--- config.mk ---
export PLATFORM = sky130hd
export DESIGN_NAME = rzct_trigger
export DESIGN_NICKNAME = d
export VERILOG_FILES = /design/src/hdl/rzct_pkg.sv /design/src/hdl/rzct_tick.sv /design/src/hdl/rzct_trigger.sv
export SDC_FILE = /design/constraint.sdc
export NUM_CORES = 1
export LEC_CHECK = 0
export BUFFER_PORTS_ARGS = -buffer_cell sky130_fd_sc_hd__buf_2
export CAP_MARGIN = 20
export CORE_MARGIN = 2
export CORE_UTILIZATION = 45
export CTS_CLUSTER_DIAMETER = 100
export DETAILED_ROUTE_END_ITERATION = 12
export SKIP_LAST_GASP = 1
export SYNTH_ARGS = -nofsm -noshare
export SYNTH_HDL_FRONTEND = slang
export SYNTH_HIERARCHICAL = 1
export SYNTH_SLANG_ARGS = --single-unit
--- constraint.sdc ---
create_clock -name i_clk_sys -period 3.2 [get_ports i_clk_sys]
set_clock_uncertainty 0.1 [all_clocks]
set_input_delay 0.16 -clock i_clk_sys [delete_from_list [all_inputs] [get_ports i_clk_sys]]
set_output_delay 0.16 -clock i_clk_sys [all_outputs]
set_load 0.005 [all_outputs]
--- src/hdl/rzct_pkg.sv ---
// constants, types and helpers shared by the remote zero and calibration trigger
package rzct_pkg;

	// clock and timing base
	localparam int unsigned CLK_KHZ    = 100000;                 // system clock rate in kHz (100 MHz)
	localparam int unsigned POLL_MS    = 100;                    // input poll period in ms
	localparam int unsigned SAMPLE_MS  = 50;                     // measurement sample period in ms
	localparam int unsigned MS_PER_S   = 1000;                   // ms in one second
	localparam int unsigned POLL_CYC   = POLL_MS * CLK_KHZ;      // clock cycles per poll
	localparam int unsigned SAMPLE_CYC = SAMPLE_MS * CLK_KHZ;    // clock cycles per sample period
	localparam int unsigned TICK_W     = 24;                     // width of the tick dividers
	localparam int unsigned CNT_W      = 12;                     // width of wait and run counters
	localparam int unsigned AVG_W      = 11;                     // width of the average count input
	localparam int unsigned MAX_AVG    = 1024;                   // deepest averaging allowed

	// sensor family codes
	localparam logic [1:0] SENS_THERM = 2'h0;                    // thermocouple family
	localparam logic [1:0] SENS_DIODE = 2'h1;                    // wide dynamic range diode family
	localparam logic [1:0] SENS_NEW   = 2'h2;                    // newer family, internal tables
	localparam logic [1:0] SENS_NEWCF = 2'h3;                    // newer family, table driven

	// zero time per sensor, in seconds
	localparam int unsigned ZERO_S_THERM = 10;
	localparam int unsigned ZERO_S_DIODE = 12;
	localparam int unsigned ZERO_S_NEW   = 20;
	localparam int unsigned ZERO_S_NEWCF = 8;
	// calibration time per channel, in seconds
	localparam int unsigned CAL_S_THERM  = 6;
	localparam int unsigned CAL_S_DIODE  = 7;
	localparam int unsigned CAL_S_NEW    = 9;
	localparam int unsigned CAL_S_NEWCF  = 6;

	// polled pin pair {in1, in2} as levels on the pins, low means asserted
	localparam logic [1:0] LVL_NONE  = 2'h3;
	localparam logic [1:0] LVL_CAL_A = 2'h2;
	localparam logic [1:0] LVL_ZERO  = 2'h1;
	localparam logic [1:0] LVL_CAL_B = 2'h0;

	localparam logic [CNT_W-1:0] CNT_ONE  = 12'h001;             // last count of a wait or run
	localparam logic [CNT_W-1:0] CNT_ZERO = 12'h000;

	// decoded request kinds
	typedef enum logic [1:0] {
		RZCT_REQ_NONE  = 2'b00,
		RZCT_REQ_CAL_A = 2'b01,
		RZCT_REQ_ZERO  = 2'b10,
		RZCT_REQ_CAL_B = 2'b11
	} rzct_req_e;

	// sequencer states
	typedef enum logic [1:0] {
		RZCT_ST_IDLE = 2'b00,
		RZCT_ST_WAIT = 2'b01,
		RZCT_ST_RUN  = 2'b10
	} rzct_state_e;

	// seconds to sample ticks
	function automatic logic [CNT_W-1:0] rzct_ticks(input int unsigned sec);
		rzct_ticks = CNT_W'(sec * MS_PER_S / SAMPLE_MS);
	endfunction

	// pin pair to request kind
	function automatic rzct_req_e rzct_decode(input logic [1:0] lvl);
		if (lvl == LVL_CAL_A) begin
			rzct_decode = RZCT_REQ_CAL_A;
		end else if (lvl == LVL_ZERO) begin
			rzct_decode = RZCT_REQ_ZERO;
		end else if (lvl == LVL_CAL_B) begin
			rzct_decode = RZCT_REQ_CAL_B;
		end else begin
			rzct_decode = RZCT_REQ_NONE;
		end
	endfunction

	// zero ticks for one sensor family
	function automatic logic [CNT_W-1:0] rzct_zero_ticks(input logic [1:0] typ);
		case (typ)
			SENS_THERM: rzct_zero_ticks = rzct_ticks(ZERO_S_THERM);
			SENS_DIODE: rzct_zero_ticks = rzct_ticks(ZERO_S_DIODE);
			SENS_NEW:   rzct_zero_ticks = rzct_ticks(ZERO_S_NEW);
			default:    rzct_zero_ticks = rzct_ticks(ZERO_S_NEWCF);
		endcase
	endfunction

	// calibration ticks for one sensor family
	function automatic logic [CNT_W-1:0] rzct_cal_ticks(input logic [1:0] typ);
		case (typ)
			SENS_THERM: rzct_cal_ticks = rzct_ticks(CAL_S_THERM);
			SENS_DIODE: rzct_cal_ticks = rzct_ticks(CAL_S_DIODE);
			SENS_NEW:   rzct_cal_ticks = rzct_ticks(CAL_S_NEW);
			default:    rzct_cal_ticks = rzct_ticks(CAL_S_NEWCF);
		endcase
	endfunction

endpackage

--- src/hdl/rzct_tick.sv ---
// periodic one-cycle tick divider
`timescale 1ns/100ps
module rzct_tick #(
	parameter int unsigned PERIOD = rzct_pkg::SAMPLE_CYC    // cycles between ticks
) (
	input  wire logic i_clk_sys,                             // system clock
	input  wire logic i_rst,                                 // synchronous reset, high
	output logic      o_tick                                 // one-cycle pulse each period
);

	localparam logic [rzct_pkg::TICK_W-1:0] LAST = rzct_pkg::TICK_W'(PERIOD - 1);

	logic [rzct_pkg::TICK_W-1:0] cnt_r;                     // cycles since last tick

	// free running divider, wraps at the period
	always_ff @(posedge i_clk_sys) begin
		if (i_rst) begin
			cnt_r <= '0;
		end else if (cnt_r == LAST) begin
			cnt_r <= '0;
		end else begin
			cnt_r <= cnt_r + 1'b1;
		end
	end

	// tick straight from a flop, one cycle wide
	always_ff @(posedge i_clk_sys) begin
		if (i_rst) begin
			o_tick <= 1'b0;
		end else begin
			o_tick <= (cnt_r == LAST);
		end
	end

endmodule

--- src/hdl/rzct_trigger.sv ---
// remote zero and calibration trigger: polls two low-active pins and sequences the cycles
`timescale 1ns/100ps
module rzct_trigger #(
	parameter int unsigned POLL_CYC   = rzct_pkg::POLL_CYC,    // cycles per input poll
	parameter int unsigned SAMPLE_CYC = rzct_pkg::SAMPLE_CYC   // cycles per sample period
) (
	input  wire logic                       i_clk_sys,         // system clock
	input  wire logic                       i_rst,             // synchronous reset, high
	input  wire logic                       i_rmt_in1_n,       // remote input 1, low active pin
	input  wire logic                       i_rmt_in2_n,       // remote input 2, low active pin
	input  wire logic                       i_free_run,        // free run measurement mode
	input  wire logic [rzct_pkg::AVG_W-1:0] i_avg_count,       // averages per reading, 1 to 1024
	input  wire logic                       i_sens_present_a,  // sensor attached on channel A
	input  wire logic                       i_sens_present_b,  // sensor attached on channel B
	input  wire logic [1:0]                 i_sens_type_a,     // sensor family on channel A
	input  wire logic [1:0]                 i_sens_type_b,     // sensor family on channel B
	output logic                            o_busy,            // zero or calibration running
	output logic                            o_ref_enable,      // reference power output on
	output logic                            o_zero_active,     // zero both running
	output logic                            o_cal_a_active,    // channel A calibration running
	output logic                            o_cal_b_active,    // channel B calibration running
	output logic                            o_req_pending,     // request accepted, not yet started
	output logic                            o_cycle_done       // one-cycle pulse at cycle end
);

	logic [1:0]                 meta_r;                        // first synchroniser stage
	logic [1:0]                 sync_r;                        // second stage, {in1, in2}
	logic [1:0]                 poll_lvl_r;                    // pin pair seen at last poll
	logic                       poll_tick;                     // poll period pulse
	logic                       sample_tick;                   // sample period pulse
	logic                       new_req;                       // fresh request at this poll
	rzct_pkg::rzct_req_e        new_kind;                      // kind decoded at this poll
	logic                       pend_r;                        // request waiting to be taken
	rzct_pkg::rzct_req_e        pend_kind_r;                   // kind of waiting request
	rzct_pkg::rzct_state_e      state_r;                       // sequencer state
	rzct_pkg::rzct_state_e      state_nxt;
	rzct_pkg::rzct_req_e        kind_r;                        // kind of current cycle
	rzct_pkg::rzct_req_e        kind_nxt;
	logic [rzct_pkg::CNT_W-1:0] wait_cnt_r;                    // sample ticks left to wait
	logic [rzct_pkg::CNT_W-1:0] wait_cnt_nxt;
	logic [rzct_pkg::CNT_W-1:0] run_cnt_r;                     // sample ticks left to run
	logic [rzct_pkg::CNT_W-1:0] run_cnt_nxt;
	logic                       consume;                       // pending request taken now
	logic                       done_nxt;                      // cycle ends this edge
	logic [rzct_pkg::CNT_W-1:0] wait_load;                     // wait length for a new request
	logic [rzct_pkg::CNT_W-1:0] zero_len;                      // zero both length
	logic [rzct_pkg::CNT_W-1:0] zero_a;
	logic [rzct_pkg::CNT_W-1:0] zero_b;

	// time bases: the poll rate sets request timing, the sample rate sets cycle timing
	rzct_tick #(.PERIOD(POLL_CYC)) u_poll (
		.i_clk_sys (i_clk_sys),
		.i_rst     (i_rst),
		.o_tick    (poll_tick)
	);

	rzct_tick #(.PERIOD(SAMPLE_CYC)) u_sample (
		.i_clk_sys (i_clk_sys),
		.i_rst     (i_rst),
		.o_tick    (sample_tick)
	);

	// two-stage synchroniser; only the second stage feeds logic
	always_ff @(posedge i_clk_sys) begin
		if (i_rst) begin
			meta_r <= rzct_pkg::LVL_NONE;
			sync_r <= rzct_pkg::LVL_NONE;
		end else begin
			meta_r <= {i_rmt_in1_n, i_rmt_in2_n};
			sync_r <= meta_r;
		end
	end

	// sample the pins only at the poll; a level between polls is never seen
	always_ff @(posedge i_clk_sys) begin
		if (i_rst) begin
			poll_lvl_r <= rzct_pkg::LVL_NONE;
		end else if (poll_tick) begin
			poll_lvl_r <= sync_r;
		end
	end

	// a request counts once per change, so a held level does not retrigger
	always_comb begin
		new_kind = rzct_pkg::rzct_decode(sync_r);
		new_req  = poll_tick && (new_kind != rzct_pkg::RZCT_REQ_NONE) && (sync_r != poll_lvl_r);
	end

	// wait length: one sample in free run, else the averaging time; zero read as one
	always_comb begin
		if (i_free_run || (i_avg_count == '0)) begin
			wait_load = rzct_pkg::CNT_ONE;
		end else if (i_avg_count > rzct_pkg::AVG_W'(rzct_pkg::MAX_AVG)) begin
			wait_load = rzct_pkg::CNT_W'(rzct_pkg::MAX_AVG);
		end else begin
			wait_load = rzct_pkg::CNT_W'(i_avg_count);
		end
	end

	// zero both runs per attached sensor; with none attached it still lasts one sample
	always_comb begin
		zero_a   = i_sens_present_a ? rzct_pkg::rzct_zero_ticks(i_sens_type_a) : rzct_pkg::CNT_ZERO;
		zero_b   = i_sens_present_b ? rzct_pkg::rzct_zero_ticks(i_sens_type_b) : rzct_pkg::CNT_ZERO;
		zero_len = zero_a + zero_b;
		if (zero_len == rzct_pkg::CNT_ZERO) begin
			zero_len = rzct_pkg::CNT_ONE;
		end
	end

	// sequencer next state
	always_comb begin
		state_nxt    = state_r;
		kind_nxt     = kind_r;
		wait_cnt_nxt = wait_cnt_r;
		run_cnt_nxt  = run_cnt_r;
		consume      = 1'b0;
		done_nxt     = 1'b0;
		case (state_r)
			rzct_pkg::RZCT_ST_IDLE: begin
				// take the waiting request and let the averaging period run out
				if (pend_r) begin
					state_nxt    = rzct_pkg::RZCT_ST_WAIT;
					kind_nxt     = pend_kind_r;
					wait_cnt_nxt = wait_load;
					consume      = 1'b1;
				end
			end
			rzct_pkg::RZCT_ST_WAIT: begin
				if (sample_tick) begin
					if (wait_cnt_r <= rzct_pkg::CNT_ONE) begin
						state_nxt = rzct_pkg::RZCT_ST_RUN;
						if (kind_r == rzct_pkg::RZCT_REQ_ZERO) begin
							run_cnt_nxt = zero_len;
						end else if (kind_r == rzct_pkg::RZCT_REQ_CAL_A) begin
							run_cnt_nxt = rzct_pkg::rzct_cal_ticks(i_sens_type_a);
						end else begin
							run_cnt_nxt = rzct_pkg::rzct_cal_ticks(i_sens_type_b);
						end
					end else begin
						wait_cnt_nxt = wait_cnt_r - 1'b1;
					end
				end
			end
			rzct_pkg::RZCT_ST_RUN: begin
				if (sample_tick) begin
					if (run_cnt_r <= rzct_pkg::CNT_ONE) begin
						done_nxt = 1'b1;
						// a request queued behind a running cycle starts as soon as it ends
						if (pend_r) begin
							state_nxt = rzct_pkg::RZCT_ST_RUN;
							kind_nxt  = pend_kind_r;
							consume   = 1'b1;
							if (pend_kind_r == rzct_pkg::RZCT_REQ_ZERO) begin
								run_cnt_nxt = zero_len;
							end else if (pend_kind_r == rzct_pkg::RZCT_REQ_CAL_A) begin
								run_cnt_nxt = rzct_pkg::rzct_cal_ticks(i_sens_type_a);
							end else begin
								run_cnt_nxt = rzct_pkg::rzct_cal_ticks(i_sens_type_b);
							end
						end else begin
							state_nxt = rzct_pkg::RZCT_ST_IDLE;
						end
					end else begin
						run_cnt_nxt = run_cnt_r - 1'b1;
					end
				end
			end
			default: begin
				state_nxt = rzct_pkg::RZCT_ST_IDLE;
			end
		endcase
	end

	// pending request; a new one in the taking cycle wins over the clear
	always_ff @(posedge i_clk_sys) begin
		if (i_rst) begin
			pend_r      <= 1'b0;
			pend_kind_r <= rzct_pkg::RZCT_REQ_NONE;
		end else if (new_req) begin
			pend_r      <= 1'b1;
			pend_kind_r <= new_kind;
		end else if (consume) begin
			pend_r      <= 1'b0;
		end
	end

	// sequencer registers
	always_ff @(posedge i_clk_sys) begin
		if (i_rst) begin
			state_r    <= rzct_pkg::RZCT_ST_IDLE;
			kind_r     <= rzct_pkg::RZCT_REQ_NONE;
			wait_cnt_r <= rzct_pkg::CNT_ZERO;
			run_cnt_r  <= rzct_pkg::CNT_ZERO;
		end else begin
			state_r    <= state_nxt;
			kind_r     <= kind_nxt;
			wait_cnt_r <= wait_cnt_nxt;
			run_cnt_r  <= run_cnt_nxt;
		end
	end

	// status outputs from flops, built from next state so they line up with it
	always_ff @(posedge i_clk_sys) begin
		if (i_rst) begin
			o_busy         <= 1'b0;
			o_ref_enable   <= 1'b0;
			o_zero_active  <= 1'b0;
			o_cal_a_active <= 1'b0;
			o_cal_b_active <= 1'b0;
			o_req_pending  <= 1'b0;
			o_cycle_done   <= 1'b0;
		end else begin
			o_busy         <= (state_nxt == rzct_pkg::RZCT_ST_RUN);
			o_ref_enable   <= (state_nxt == rzct_pkg::RZCT_ST_RUN) && kind_nxt[0];
			o_zero_active  <= (state_nxt == rzct_pkg::RZCT_ST_RUN) && (kind_nxt == rzct_pkg::RZCT_REQ_ZERO);
			o_cal_a_active <= (state_nxt == rzct_pkg::RZCT_ST_RUN) && (kind_nxt == rzct_pkg::RZCT_REQ_CAL_A);
			o_cal_b_active <= (state_nxt == rzct_pkg::RZCT_ST_RUN) && (kind_nxt == rzct_pkg::RZCT_REQ_CAL_B);
			o_req_pending  <= new_req || (pend_r && !consume) || (state_nxt == rzct_pkg::RZCT_ST_WAIT);
			o_cycle_done   <= done_nxt;
		end
	end
endmodule

# --- After elaboration in Yosys (flattened, before gate mapping) ---
# Index checks and enable logic that the tools add are counted.
totals:
  regBits: 94
  latch_bits: 0
  rom_bits: 0
  mem_bits_rw: 0
  in_bits: 22
  mem_count: 0
  elab_cells: 126
op_classes:
  div_mod_pow: 0
  n_shift: 0
  reduce_logical: 26
  magnitude_cmp: 3
  bitwise: 2
  n_eq_ne: 26
  n_addsub: 5
  mux: 44
  multipliers: 0
ops:
  columns: ["operator", "n"]
  rows:
  - ["$mux 12", 15]
  - ["$pmux 9 s3", 2]
  - ["$add 24x1->24 const B", 2]
  - ["$pmux 12 s2", 2]
  - ["$pmux 8 s2", 2]
  - ["$eq 24x23->1 const B", 1]
  - ["$eq 24x24->1 const B", 1]
  - ["$le 12x1->1 const B", 2]
  - ["$mux 2", 12]
  - ["$sub 12x1->12 const B", 2]
  - ["$mux 11", 2]
  - ["$eq 2x2->1 const B", 9]
  - ["$eq 2x1->1 const B", 8]
  - ["$add 12x12->12", 1]
  - ["$logic_not 12->1", 1]
  - ["$gt 11x11->1 const B", 1]
  - ["$logic_not 11->1", 1]
  - ["$logic_not 2->1", 4]
  - ["$reduce_bool 2->1", 4]
  - ["$logic_and 1x1->1", 7]
  - ["$mux 1", 6]
  - ["$ne 2x2->1 const B", 3]
  - ["$pmux 2 s3", 1]
  - ["$reduce_and 5->1", 1]
  - ["11 further kinds", 16]

# --- Logic depth before layout (Yosys ltp) ---
# Gate-level depths: netlist of run 1.
depth:
  word_depth: 11
  ltp_mapped: 12
  ltp_nobuf: 12

# --- Modules after synthesis ---
# The synthesis of run 1 kept the hierarchy.
modules_own_cells:
  columns: ["module", "cells_each", "area_each_um2", "seq_area_each_um2", "n_inst"]
  rows:
  - ["rzct_trigger", 383, 3099.2, 880.8, 1]
  - ["rzct_tick (u_poll)", 134, 1166.1, 500.5, 1]
  - ["rzct_tick (u_sample)", 129, 1164.9, 500.5, 1]

# --- Least setup slack after synthesis of run 1 ---
# No wires, ideal clock.
synth_path:
  path_type: "input-to-reg"
  startpoint: "in i_sens_type_a[0]"
  endpoint: "reg run_cnt_r[0] in the netlist's numbering"
  setup_time_ps: 70
  arrival_ps: 2327
  path_slack_ps: 703
  path_stages: 11
  required_time_ps: 3030
  cell_sequence: "inv_1 -> ha_1 -> and2_1 -> ha_1 -> inv_1 -> fa_1 -> inv_1 -> or4_1 -> a2111oi_4 -> a21oi_1 -> a21oi_1"
synth_via:
  elab_chain_cells: 11
synth_lines:
  columns: ["item", "line", "rtl"]
  rows:
  - ["start, declared", "rzct_trigger.sv:15", "input wire logic [1:0] i_sens_type_a,"]
  - ["$eq 2x2->1 (tied with other cells)", "rzct_pkg.sv:77", "case (typ)"]
  - ["$pmux 9 s3 (*)", "rzct_pkg.sv:77", null]
  - ["$mux 12 (*)", "rzct_trigger.sv:102", "zero_a = i_sens_present_a ? rzct_pkg::rzct_zero_ticks(i_sens_type_a) : rzct_pkg::CNT_ZERO;"]
  - ["$add 12x12->12 (*)", "rzct_trigger.sv:104", "zero_len = zero_a + zero_b;"]
  - ["$logic_not 12->1 (*)", "rzct_trigger.sv:105", "if (zero_len == rzct_pkg::CNT_ZERO) begin"]
  - ["$mux 12 (*)", "rzct_trigger.sv:105", null]
  - ["$mux 12", "rzct_trigger.sv:153", "if (pend_kind_r == rzct_pkg::RZCT_REQ_ZERO) begin"]
  - ["$mux 12", "rzct_trigger.sv:149", "if (pend_r) begin"]
  - ["$mux 12", "rzct_trigger.sv:146", "if (run_cnt_r <= rzct_pkg::CNT_ONE) begin"]
  - ["$mux 12", "rzct_trigger.sv:145", "if (sample_tick) begin"]
  - ["$pmux 12 s2 (*)", "rzct_trigger.sv:118", "case (state_r)"]
  - ["end signal, assigned", "rzct_trigger.sv:193", "run_cnt_r <= rzct_pkg::CNT_ZERO;"]
  - ["end signal, assigned", "rzct_trigger.sv:198", "run_cnt_r <= run_cnt_nxt;"]
  - ["end, declared", "rzct_trigger.sv:41", "logic [rzct_pkg::CNT_W-1:0] run_cnt_r;"]
# Mark *: on every way between the ends. The rest lies on a longest branch, timed or not. The select of a mux whose other input is x is not followed.
# A chain may end at the register's enable or synchronous reset.

# --- Worst setup path in the final report of run 1 ---
layout_path:
  startpoint: "reg run_cnt_r[1] in the netlist's numbering"
  endpoint: "reg run_cnt_r[4] in the netlist's numbering"
layout_via:
  elab_chain_cells: 4
layout_lines:
  columns: ["item", "line"]
  rows:
  - ["$sub 12x1->12 / $le 12x1->1 (equally long branches)", "rzct_trigger.sv:164, rzct_trigger.sv:146"]
  - ["$mux 12", "rzct_trigger.sv:146"]
  - ["$mux 12", "rzct_trigger.sv:145"]
  - ["$pmux 12 s2", "rzct_trigger.sv:118"]
# Several ways; a longest one is shown, not always the timed one. The select of a mux whose other input is x is not followed.

==> flow_summary.json, run 1 <==
{
  "status": "finished clean",
  "nets": 712,
  "holdCritStartpoint": "i_avg_count[1]",
  "path_buf_inv": 1,
  "pwr-share-seq_pct": 48.8,
  "cts_buffers": 9,
  "critPathCaptureType": "register",
  "p_clk_share_pct": 45.0,
  "drtPass1Iterations": 4,
  "yosys_warnings": 6,
  "critical_path.max_stage_delay_ns": 0.75,
  "initial_core_util_pct": 45.6,
  "hold_viol": 0,
  "slowest_stage": "o2bb2ai_1",
  "grt_pass1_vias": 4436,
  "routabilityCongestion": 0.932,
  "p_int_uw": 1870,
  "max_freq_mhz": 357,
  "h-tree-depth": 3,
  "grtUsageTotal_pct": 19.5,
  "swShare_pct": 23.2,
  "synth_ff_type": "dfxtp_1",
  "power_density_nw_per_um2": 405,
  "drt-total-wl_um": 12100,
  "drv_slew": 0,
  "cp-start-kind": "register",
  "cts_tree": "yes",
  "worstMarginPinSlew_ns": 0.947,
  "worst-r2r-cell-count": 8,
  "ir_drop_v": 0.000350,
  "r2r_slack_ns": 0.40,
  "r2r_end": "run_cnt_r[4]$_SDFFE_PP0P_",
  "vias": 4680,
  "dieArea_sq_um": 13000,
  "core_sq_um": 11900,
  "power_leakage_uw": 0.00215,
  "root_buffer": "clkbuf_16",
  "hold_class": "primary input to register",
  "path_max_fanout": 14,
  "overflow": 0,
  "setup_viol_count_final": 0,
  "synth_edf_count": 0,
  "cts_max_path_buffers": 2,
  "p_switching_uw": 564,
  "syn-num-nets": 691,
  "dp.cells": 801,
  "syn_area_sq_um": 5430,
  "cts_resized": 0,
  "cts_sinks": 94,
  "yosysUniqueCellTypes": 76,
  "relSlewSlack_pct": 36.8,
  "crit_required_ns": 3.38,
  "port-buffer-count": 28,
  "rsz0062_at_grt": "no",
  "path_class": "register to register",
  "clock_latency_ns": 0.35,
  "p_total_uw": 2430,
  "multi_input_area_sq_um": 3320,
  "cp_top_family": "compound AO/OA/AOI/OAI gates",
  "ios": 29,
  "min_to": "wait_cnt_r[1]$_SDFFE_PP0P_",
  "final.setup.tns_ns": 0,
  "worstPathCellList": "inv_1 -> ha_1 -> nor2_1 -> or4_4 -> nor2_4 -> o2bb2ai_1 -> o311ai_1 -> a21oi_1",
  "drive_gt1_share_pct": 13.7,
  "drc": 0,
  "finalWorstSetupSlack_ns": 0.397,
  "ant_nets": 0,
  "antenna_found_initial": 0,
  "combPwrFrac_pct": 6.2,
  "syn_area_per_cell_sq_um": 8.41,
  "drv_cap": 0,
  "dp_slack_ns": 0.434,
  "viasPerCell": 5.71,
  "grt_max_degree": 33,
  "ys_seq_area_share_pct": 34.7,
  "row_count": 40,
  "synth_cells": 646,
  "holdPathStages": 3,
  "regArea_sq_um": 1880,
  "grt_pass1_wl_um": 20700,
  "fin_cells": 819,
  "synth_seq_cells": 94,
  "num-fill-cells": 1148,
  "wl_per_cell_um": 14.8,
  "clk_pin_slew_ns": 0.07,
  "async_reset_ff_share_pct": 0,
  "arrival_ns": 2.98,
  "area_growth_pct": 10.6,
  "die_w_um": 114,
  "die_y_um": 114,
  "min_period_ns": 2.80,
  "diodes": 0,
  "fin_crit_sh_pct": 87.6,
  "layout_common_cells": "dfxtp_1, nor2_1, a21oi_1",
  "layout.cells.most_common": "dfxtp_1",
  "dp_hpwl_um": 8540,
  "reg2reg_from": "run_cnt_r[1]$_SDFFE_PP0P_",
  "initialDrtViolationCount": 208
}
[routing by layer]
| layer | vias to the layer above | share of wire [%] | track usage [%] |
|---|---|---|---|
| met4 | 0 | 1.3 | 5.12 |
| li1 | 2416 | - | - |
| met1 | 2186 | 50 | 26.2 |
| met5 | - | 0 | 0 |
| met2 | 66 | 46 | 31.4 |
| met3 | 12 | 3.1 | 5.05 |
[area by class of cell]
cell class,instances,area share [%]
clock buffers,11,4.04
repair buffers,38,3.67
inverters,26,1.63
well taps,147,3.06
clock inverters,5,0.979
flip-flops and latches,94,31.3
multi-input cells,498,55.3
[per-stage QoR]
step           instance area (sq um)  utilization, %  hold slack, ns
3_5_place_dp                    5680            47.7           0.249
3_3_place_gp                    5680            47.7           0.246
5_1_grt                         6000            50.4           0.113
6_report                        6000            50.4          0.0784
2_1_floorplan                   5430               -           0.132
4_1_cts                         6000            50.4          0.0877
[state kept, by name, indices dropped and copies added, names as in the netlist, 2 cells and up]
register / count
sync_r: 2
wait_cnt_r: 12
poll_lvl_r: 2
meta_r: 2
u_sample/cnt_r: 24
kind_r: 2
run_cnt_r: 12
u_poll/cnt_r: 24
state_r: 2
pend_kind_r: 2
[how the worst max path moves through the flow]
stage | slack [ns] | cells past startpoint | end | from
3_5_place_dp | 0.43 | 6 | run_cnt_r[8]$_SDFFE_PP0P_ | run_cnt_r[6]$_SDFFE_PP0P_
4_1_cts | 0.40 | 8 | run_cnt_r[4]$_SDFFE_PP0P_ | run_cnt_r[1]$_SDFFE_PP0P_
2_1_floorplan | 0.70 | 11 | run_cnt_r[0]$_SDFFE_PP0P_ | i_sens_type_a[0]
3_3_place_gp | 0.47 | 12 | run_cnt_r[0]$_SDFFE_PP0P_ | i_sens_type_a[0]
5_1_grt | 0.17 | 8 | run_cnt_r[4]$_SDFFE_PP0P_ | run_cnt_r[1]$_SDFFE_PP0P_
6_report | 0.40 | 8 | run_cnt_r[4]$_SDFFE_PP0P_ | run_cnt_r[1]$_SDFFE_PP0P_
[power by group through the flow]
stage	registers [uW]	clock network (uW)	logic, uW
4_1_cts	1190	1120	151
3_5_place_dp	1210	0	148
6_report	1190	1090	150
2_1_floorplan	1210	0	102
3_3_place_gp	1210	0	145
5_1_grt	1190	1160	169
[synth_stat cells, types with 5 or more instances]
cell type | n | area [sq um]
o31ai_1 | 15 | 113
a211oi_1 | 7 | 52.6
ha_1 | 22 | 275
xnor2_1 | 23 | 201
xor2_1 | 8 | 70.1
a21oi_1 | 49 | 245
mux2i_1 | 8 | 80.1
inv_1 | 26 | 97.6
or3_1 | 6 | 37.5
dfxtp_1 | 94 | 1880
nor2_1 | 78 | 293
or4_1 | 18 | 135
a31oi_1 | 7 | 43.8
clkbuf_1 | 20 | 75.1
nand4_1 | 12 | 75.1
nand2_1 | 40 | 150
and2_1 | 6 | 37.5
nor2b_1 | 5 | 31.3
nor4_1 | 21 | 131
o211ai_1 | 8 | 60.1
nor3_1 | 21 | 105
nand3_1 | 20 | 100
or2_2 | 9 | 56.3
o21ai_0 | 20 | 100
o21ai_1 | 9 | 45.0
[cells by family (layout without fill, tap and decap cells)]
family / after synthesis / in the layout / synth area share [%]
simple gates: 276 / 276 / 28.4
compound gates: 154 / 154 / 19.3
flops: 94 / 94 / 34.7
buf+inv: 54 / 80 / 4.22
xor+xnor: 31 / 31 / 5.00
fa+ha+maj: 23 / 23 / 5.44
mux: 14 / 14 / 2.97
[what timing repair did]
action	4_1_cts	5_1_grt
hold buffers	2	0
buffers inserted	0	0
hold endpoints to repair	2	0
[worst min-delay path: cells and delay by family]
kind	cells	cell delay, ns
AOI/OAI and AO/OA	2	0.21
buffers and inverters	1	0.11
Power figures use the tool's default switching activity.
==> run 2: changes to the inputs <==
CORE_MARGIN = default   (was 2)
CORE_UTILIZATION = 40   (was 45)
clock period = 2.3 ns   (was 3.2 ns; I/O delays follow)
==> run 2 against run 1 <==
Effect of this change:
- the flow now finishes with violations (setup timing)
- final area rose by 12%
- clock-buffer cell count fell by 1
- total power rose by 37%
- routed wire length rose by 6.3%
- cell count rose by 12%
- highest routed layer unchanged
==> flow_summary.json, run 2 (same netlist as run 1, synthesis figures left out) <==
{
  "routabilityCongestion": 0.885,
  "grt_pass1_vias": 4831,
  "drc": 0,
  "drv_slew": 0,
  "overflow": 0,
  "cts_buffers": 9,
  "ir_drop_v": 0.000540,
  "cts_max_path_buffers": 2,
  "crit_required_ns": 2.41,
  "finalWorstSetupSlack_ns": -0.138,
  "ios": 29,
  "final.setup.tns_ns": -0.980,
  "holdCritStartpoint": "i_avg_count[1]",
  "dp.cells": 888,
  "reg2reg_from": "run_cnt_r[4]$_SDFFE_PP0P_",
  "ant_nets": 0,
  "dieArea_sq_um": 14000,
  "cts_tree": "yes",
  "num-fill-cells": 1230,
  "status": "finished with violations",
  "max_freq_mhz": 410,
  "nets": 783,
  "rsz0062_at_grt": "yes",
  "viasPerCell": 5.53,
  "die_y_um": 119,
  "p_total_uw": 3330,
  "grt_pass1_wl_um": 22100,
  "diodes": 0,
  "dp_hpwl_um": 9240,
  "root_buffer": "clkbuf_16",
  "setup_viol_count_final": 15,
  "dp_slack_ns": -0.283,
  "layout.cells.most_common": "dfxtp_1",
  "power_leakage_uw": 0.00252,
  "row_count": 42,
  "h-tree-depth": 3,
  "relSlewSlack_pct": 63.4,
  "drv_cap": 0,
  "hold_class": "primary input to register",
  "clk_pin_slew_ns": 0.07,
  "worstMarginPinSlew_ns": 0.545,
  "drive_gt1_share_pct": 26.0,
  "multi_input_area_sq_um": 3450,
  "drtPass1Iterations": 5,
  "path_class": "register to register",
  "regArea_sq_um": 1890,
  "hold_viol": 0,
  "initial_core_util_pct": 41.0,
  "worst_hold_slack_ns": 0.0449,
  "antenna_found_initial": 0,
  "cts_sinks": 94,
  "area_growth_pct": 24.1,
  "path_max_fanout": 5,
  "grtUsageTotal_pct": 18.9,
  "vias": 5082,
  "clock_latency_ns": 0.34,
  "layout_common_cells": "dfxtp_1, nor2_1, buf_4",
  "port-buffer-count": 28,
  "grt_max_degree": 21,
  "cp-start-kind": "register",
  "min_period_ns": 2.44,
  "arrival_ns": 2.55,
  "core_sq_um": 13200,
  "violations": "setup timing",
  "wl_per_cell_um": 14.0,
  "critPathCaptureType": "register",
  "die_w_um": 119,
  "reg_top3": "u_poll/cnt_r (24), u_sample/cnt_r (24)",
  "fin_crit_sh_pct": 106,
  "initialDrtViolationCount": 224,
  "fin_cells": 919,
  "cp-startpoint": "run_cnt_r[4]$_SDFFE_PP0P_",
  "drt-total-wl_um": 12900,
  "power_density_nw_per_um2": 493
}
-- run 2: through the flow --
stage          area [sq um]  utilization, %
2_1_floorplan          5450               -
3_3_place_gp           6180            46.7
3_5_place_dp           6180            46.7
4_1_cts                6600            49.8
5_1_grt                6740            50.9
6_report               6740            50.9
-- run 2: layout make-up --
type,count,share of cell area (%)
Multi-Input combinational cell,499,51.2
Sequential cell,94,28.0
Timing Repair Buffer,108,11.9
Clock buffer,10,3.55
Tap cell,176,3.27
Inverter,26,1.45
Clock inverter,6,0.650
-- run 2: layer usage --
metal,global-route usage (%),part of all wire (%),routed length (um),vias up
li1,-,-,-,2555
met2,32.4,49,6290,90
met5,0,0,0,-
met3,4.30,3.5,457,10
met1,24.0,47,6020,2427
met4,4.83,0.88,113,0
-- run 2: final timing paths --
path | endpoint | depth (start not counted) | slack [ns]
worst min register to register | sync_r[0]$_SDFF_PP1_ | 1 | 0.30
worst max register to register | run_cnt_r[6]$_SDFFE_PP0P_ | 7 | -0.14
worst min-delay path | wait_cnt_r[1]$_SDFFE_PP0P_ | 3 | 0.04
worst max-delay path | run_cnt_r[6]$_SDFFE_PP0P_ | 7 | -0.14
-- run 2: where the power goes --
group / total [uW] / switching (uW) / internal [uW] / leakage, uW
clock: 1410 / 639 / 768 / 0.000139
sequential: 1650 / 9.65 / 1640 / 0.000761
combinational: 270 / 138 / 132 / 0.00162
-- run 2: repair_timing --
action | CTS | global route
gates resized for setup | 13 | 19
hold buffers | 3 | 0
endpoints found under the setup margin | 17 | 33
pin swaps | 9 | 17
cloned | 1 | 1
buffers inserted | 4 | 7
hold endpoints to repair | 5 | 0
-- run 2: critical path: stages, from the launching register on --
cell and delay, ns:
dfxtp_1 0.31, or4_4 0.57, or4_4 0.62, nor2_4 0.17, buf_6 0.13, a2bb2oi_4 0.21, buf_6 0.13, o32ai_1 0.07
==> run 3: changes to the inputs <==
CORE_MARGIN = 8   (was default)
RECOVER_POWER = 25   (was default)
==> run 3 against run 2 <==
Effect of this change:
- the flow still finishes with violations (setup timing)
- flip-flop and latch count is the same
- clock power is essentially flat
- final area decreased by 2.2%
- global-route usage decreased by 4.1 points
- critical path depth is the same
- setup slack better by 0.023 ns
- non-clock buffer count down 1
- register-to-register slack gained 0.02 ns
- routed wire length is 0.49% higher
- cell count shrank 0.22%
- first-iteration DRC count grew 31%
- critical path type unchanged
- critical endpoint unchanged
==> flow_summary.json, run 3 (same netlist as run 1, synthesis figures left out) <==
{
  "status": "finished with violations",
  "violations": "setup timing",
  "grt_max_degree": 24,
  "worstMarginPinSlew_ns": 1.10,
  "clock_latency_ns": 0.34,
  "path_max_fanout": 6,
  "num-fill-cells": 1293,
  "die_w_um": 133,
  "cts_sinks": 94,
  "h-tree-depth": 3,
  "final.setup.tns_ns": -0.943,
  "vias": 5049,
  "worst_hold_slack_ns": 0.0348,
  "port-buffer-count": 28,
  "drt-total-wl_um": 12900,
  "routabilityCongestion": 0.826,
  "grt_pass1_vias": 4949,
  "drtPass1Iterations": 5,
  "ios": 29,
  "ir_drop_v": 0.000419,
  "setup_viol_count_final": 13,
  "power_leakage_uw": 0.00245,
  "drc": 0,
  "power_density_nw_per_um2": 504,
  "ant_nets": 0,
  "finalWorstSetupSlack_ns": -0.115,
  "cp-start-kind": "register",
  "crit_required_ns": 2.45,
  "diodes": 0,
  "hold_class": "primary input to register",
  "dieArea_sq_um": 17600,
  "multi_input_area_sq_um": 3350,
  "arrival_ns": 2.56,
  "hold_viol": 0,
  "cts_tree": "yes",
  "max_freq_mhz": 414,
  "viasPerCell": 5.51,
  "area_growth_pct": 21.3,
  "layout_common_cells": "dfxtp_1, nor2_1, buf_4",
  "die_y_um": 133,
  "dp.cells": 895,
  "overflow": 0,
  "drive_gt1_share_pct": 22.9,
  "fin_crit_sh_pct": 105,
  "core_sq_um": 13200,
  "cts_max_path_buffers": 2,
  "drv_slew": 0,
  "cts_buffers": 9,
  "drv_cap": 0,
  "antenna_found_initial": 0,
  "row_count": 42,
  "initial_core_util_pct": 41.0,
  "reg_top3": "u_poll/cnt_r (24), u_sample/cnt_r (24)",
  "grt_pass1_wl_um": 22500,
  "clk_pin_slew_ns": 0.07,
  "initialDrtViolationCount": 293,
  "grtUsageTotal_pct": 14.8,
  "relSlewSlack_pct": 26.6,
  "wl_per_cell_um": 14.1,
  "rsz0062_at_grt": "yes",
  "nets": 781,
  "root_buffer": "clkbuf_16",
  "regArea_sq_um": 1880,
  "min_period_ns": 2.42,
  "critPathCaptureType": "register",
  "fin_cells": 917,
  "path_class": "register to register",
  "layout.cells.most_common": "dfxtp_1",
  "dp_hpwl_um": 9680
}
==> run 3: changes by cell type in the layout (fill, tap and decap cells not counted), moves of 3 or more <==
cell and change:
clkbuf_1 +8, a21oi_1 +3, buf_4 +3, a21oi_2 -3, buf_6 -3, buf_2 -5
==> run 3: power breakdown <==
group	internal (uW)	switching (uW)	total, uW
registers	1640	9.48	1650
logic	130	137	267
clock network	773	635	1410
==> run 3: repair_timing <==
action / 4_1_cts / 5_1_grt
pin swaps: 3 / 2
buffers inserted: 2 / 2
hold endpoints to repair: 2 / 0
resized for setup: 6 / 8
setup endpoints to repair: 18 / 29
hold buffers: 2 / 0
==> run 3: worst paths after layout <==
path / to / cells after the start / from / slack, ns
max: run_cnt_r[6]$_SDFFE_PP0P_ / 7 / run_cnt_r[9]$_SDFFE_PP0P_ / -0.12
min: wait_cnt_r[1]$_SDFFE_PP0P_ / 3 / i_avg_count[1] / 0.03
max reg2reg: run_cnt_r[6]$_SDFFE_PP0P_ / 7 / run_cnt_r[9]$_SDFFE_PP0P_ / -0.12
min reg2reg: sync_r[0]$_SDFF_PP1_ / 1 / meta_r[0]$_SDFF_PP1_ / 0.32
==> run 3: per-stage QoR <==
| step | util [%] | total power (uW) | worst slack, ns | area [sq um] |
|---|---|---|---|---|
| after detailed placement | 47.1 | 1950 | -0.254 | 6230 |
| after global routing | 49.8 | 3470 | -0.198 | 6590 |
| final | 49.8 | 3320 | -0.115 | 6590 |
| after CTS | 49.6 | 3380 | -0.115 | 6570 |
| after floorplan | - | 1830 | -0.0937 | 5450 |
| after global placement | 47.1 | 1940 | -0.211 | 6230 |
==> run 3: final cells by class <==
type	instances	share of cell area, %
multi-input combinational	498	50.9
timing repair buffer	107	11.4
tap	176	3.34
clock inverter	5	0.627
sequential	94	28.6
clock buffer	11	3.68
inverter	26	1.48
==> run 3: routing by layer <==
metal / wire (um) / share of wire [%] / global-route usage (%)
met5: 0 / 0 / 0
met1: 6170 / 48 / 18.4
met3: 338 / 2.6 / 2.57
met4: 115 / 0.89 / 3.85
met2: 6320 / 49 / 25.8
==> run 3: critical path: stages, from the launching register on <==
cell and delay (ns):
dfxtp_1 0.31, or4_4 0.56, or4_4 0.62, nor2_4 0.14, a2bb2oi_4 0.27, buf_4 0.17
a31oi_1 0.04, o32ai_1 0.12
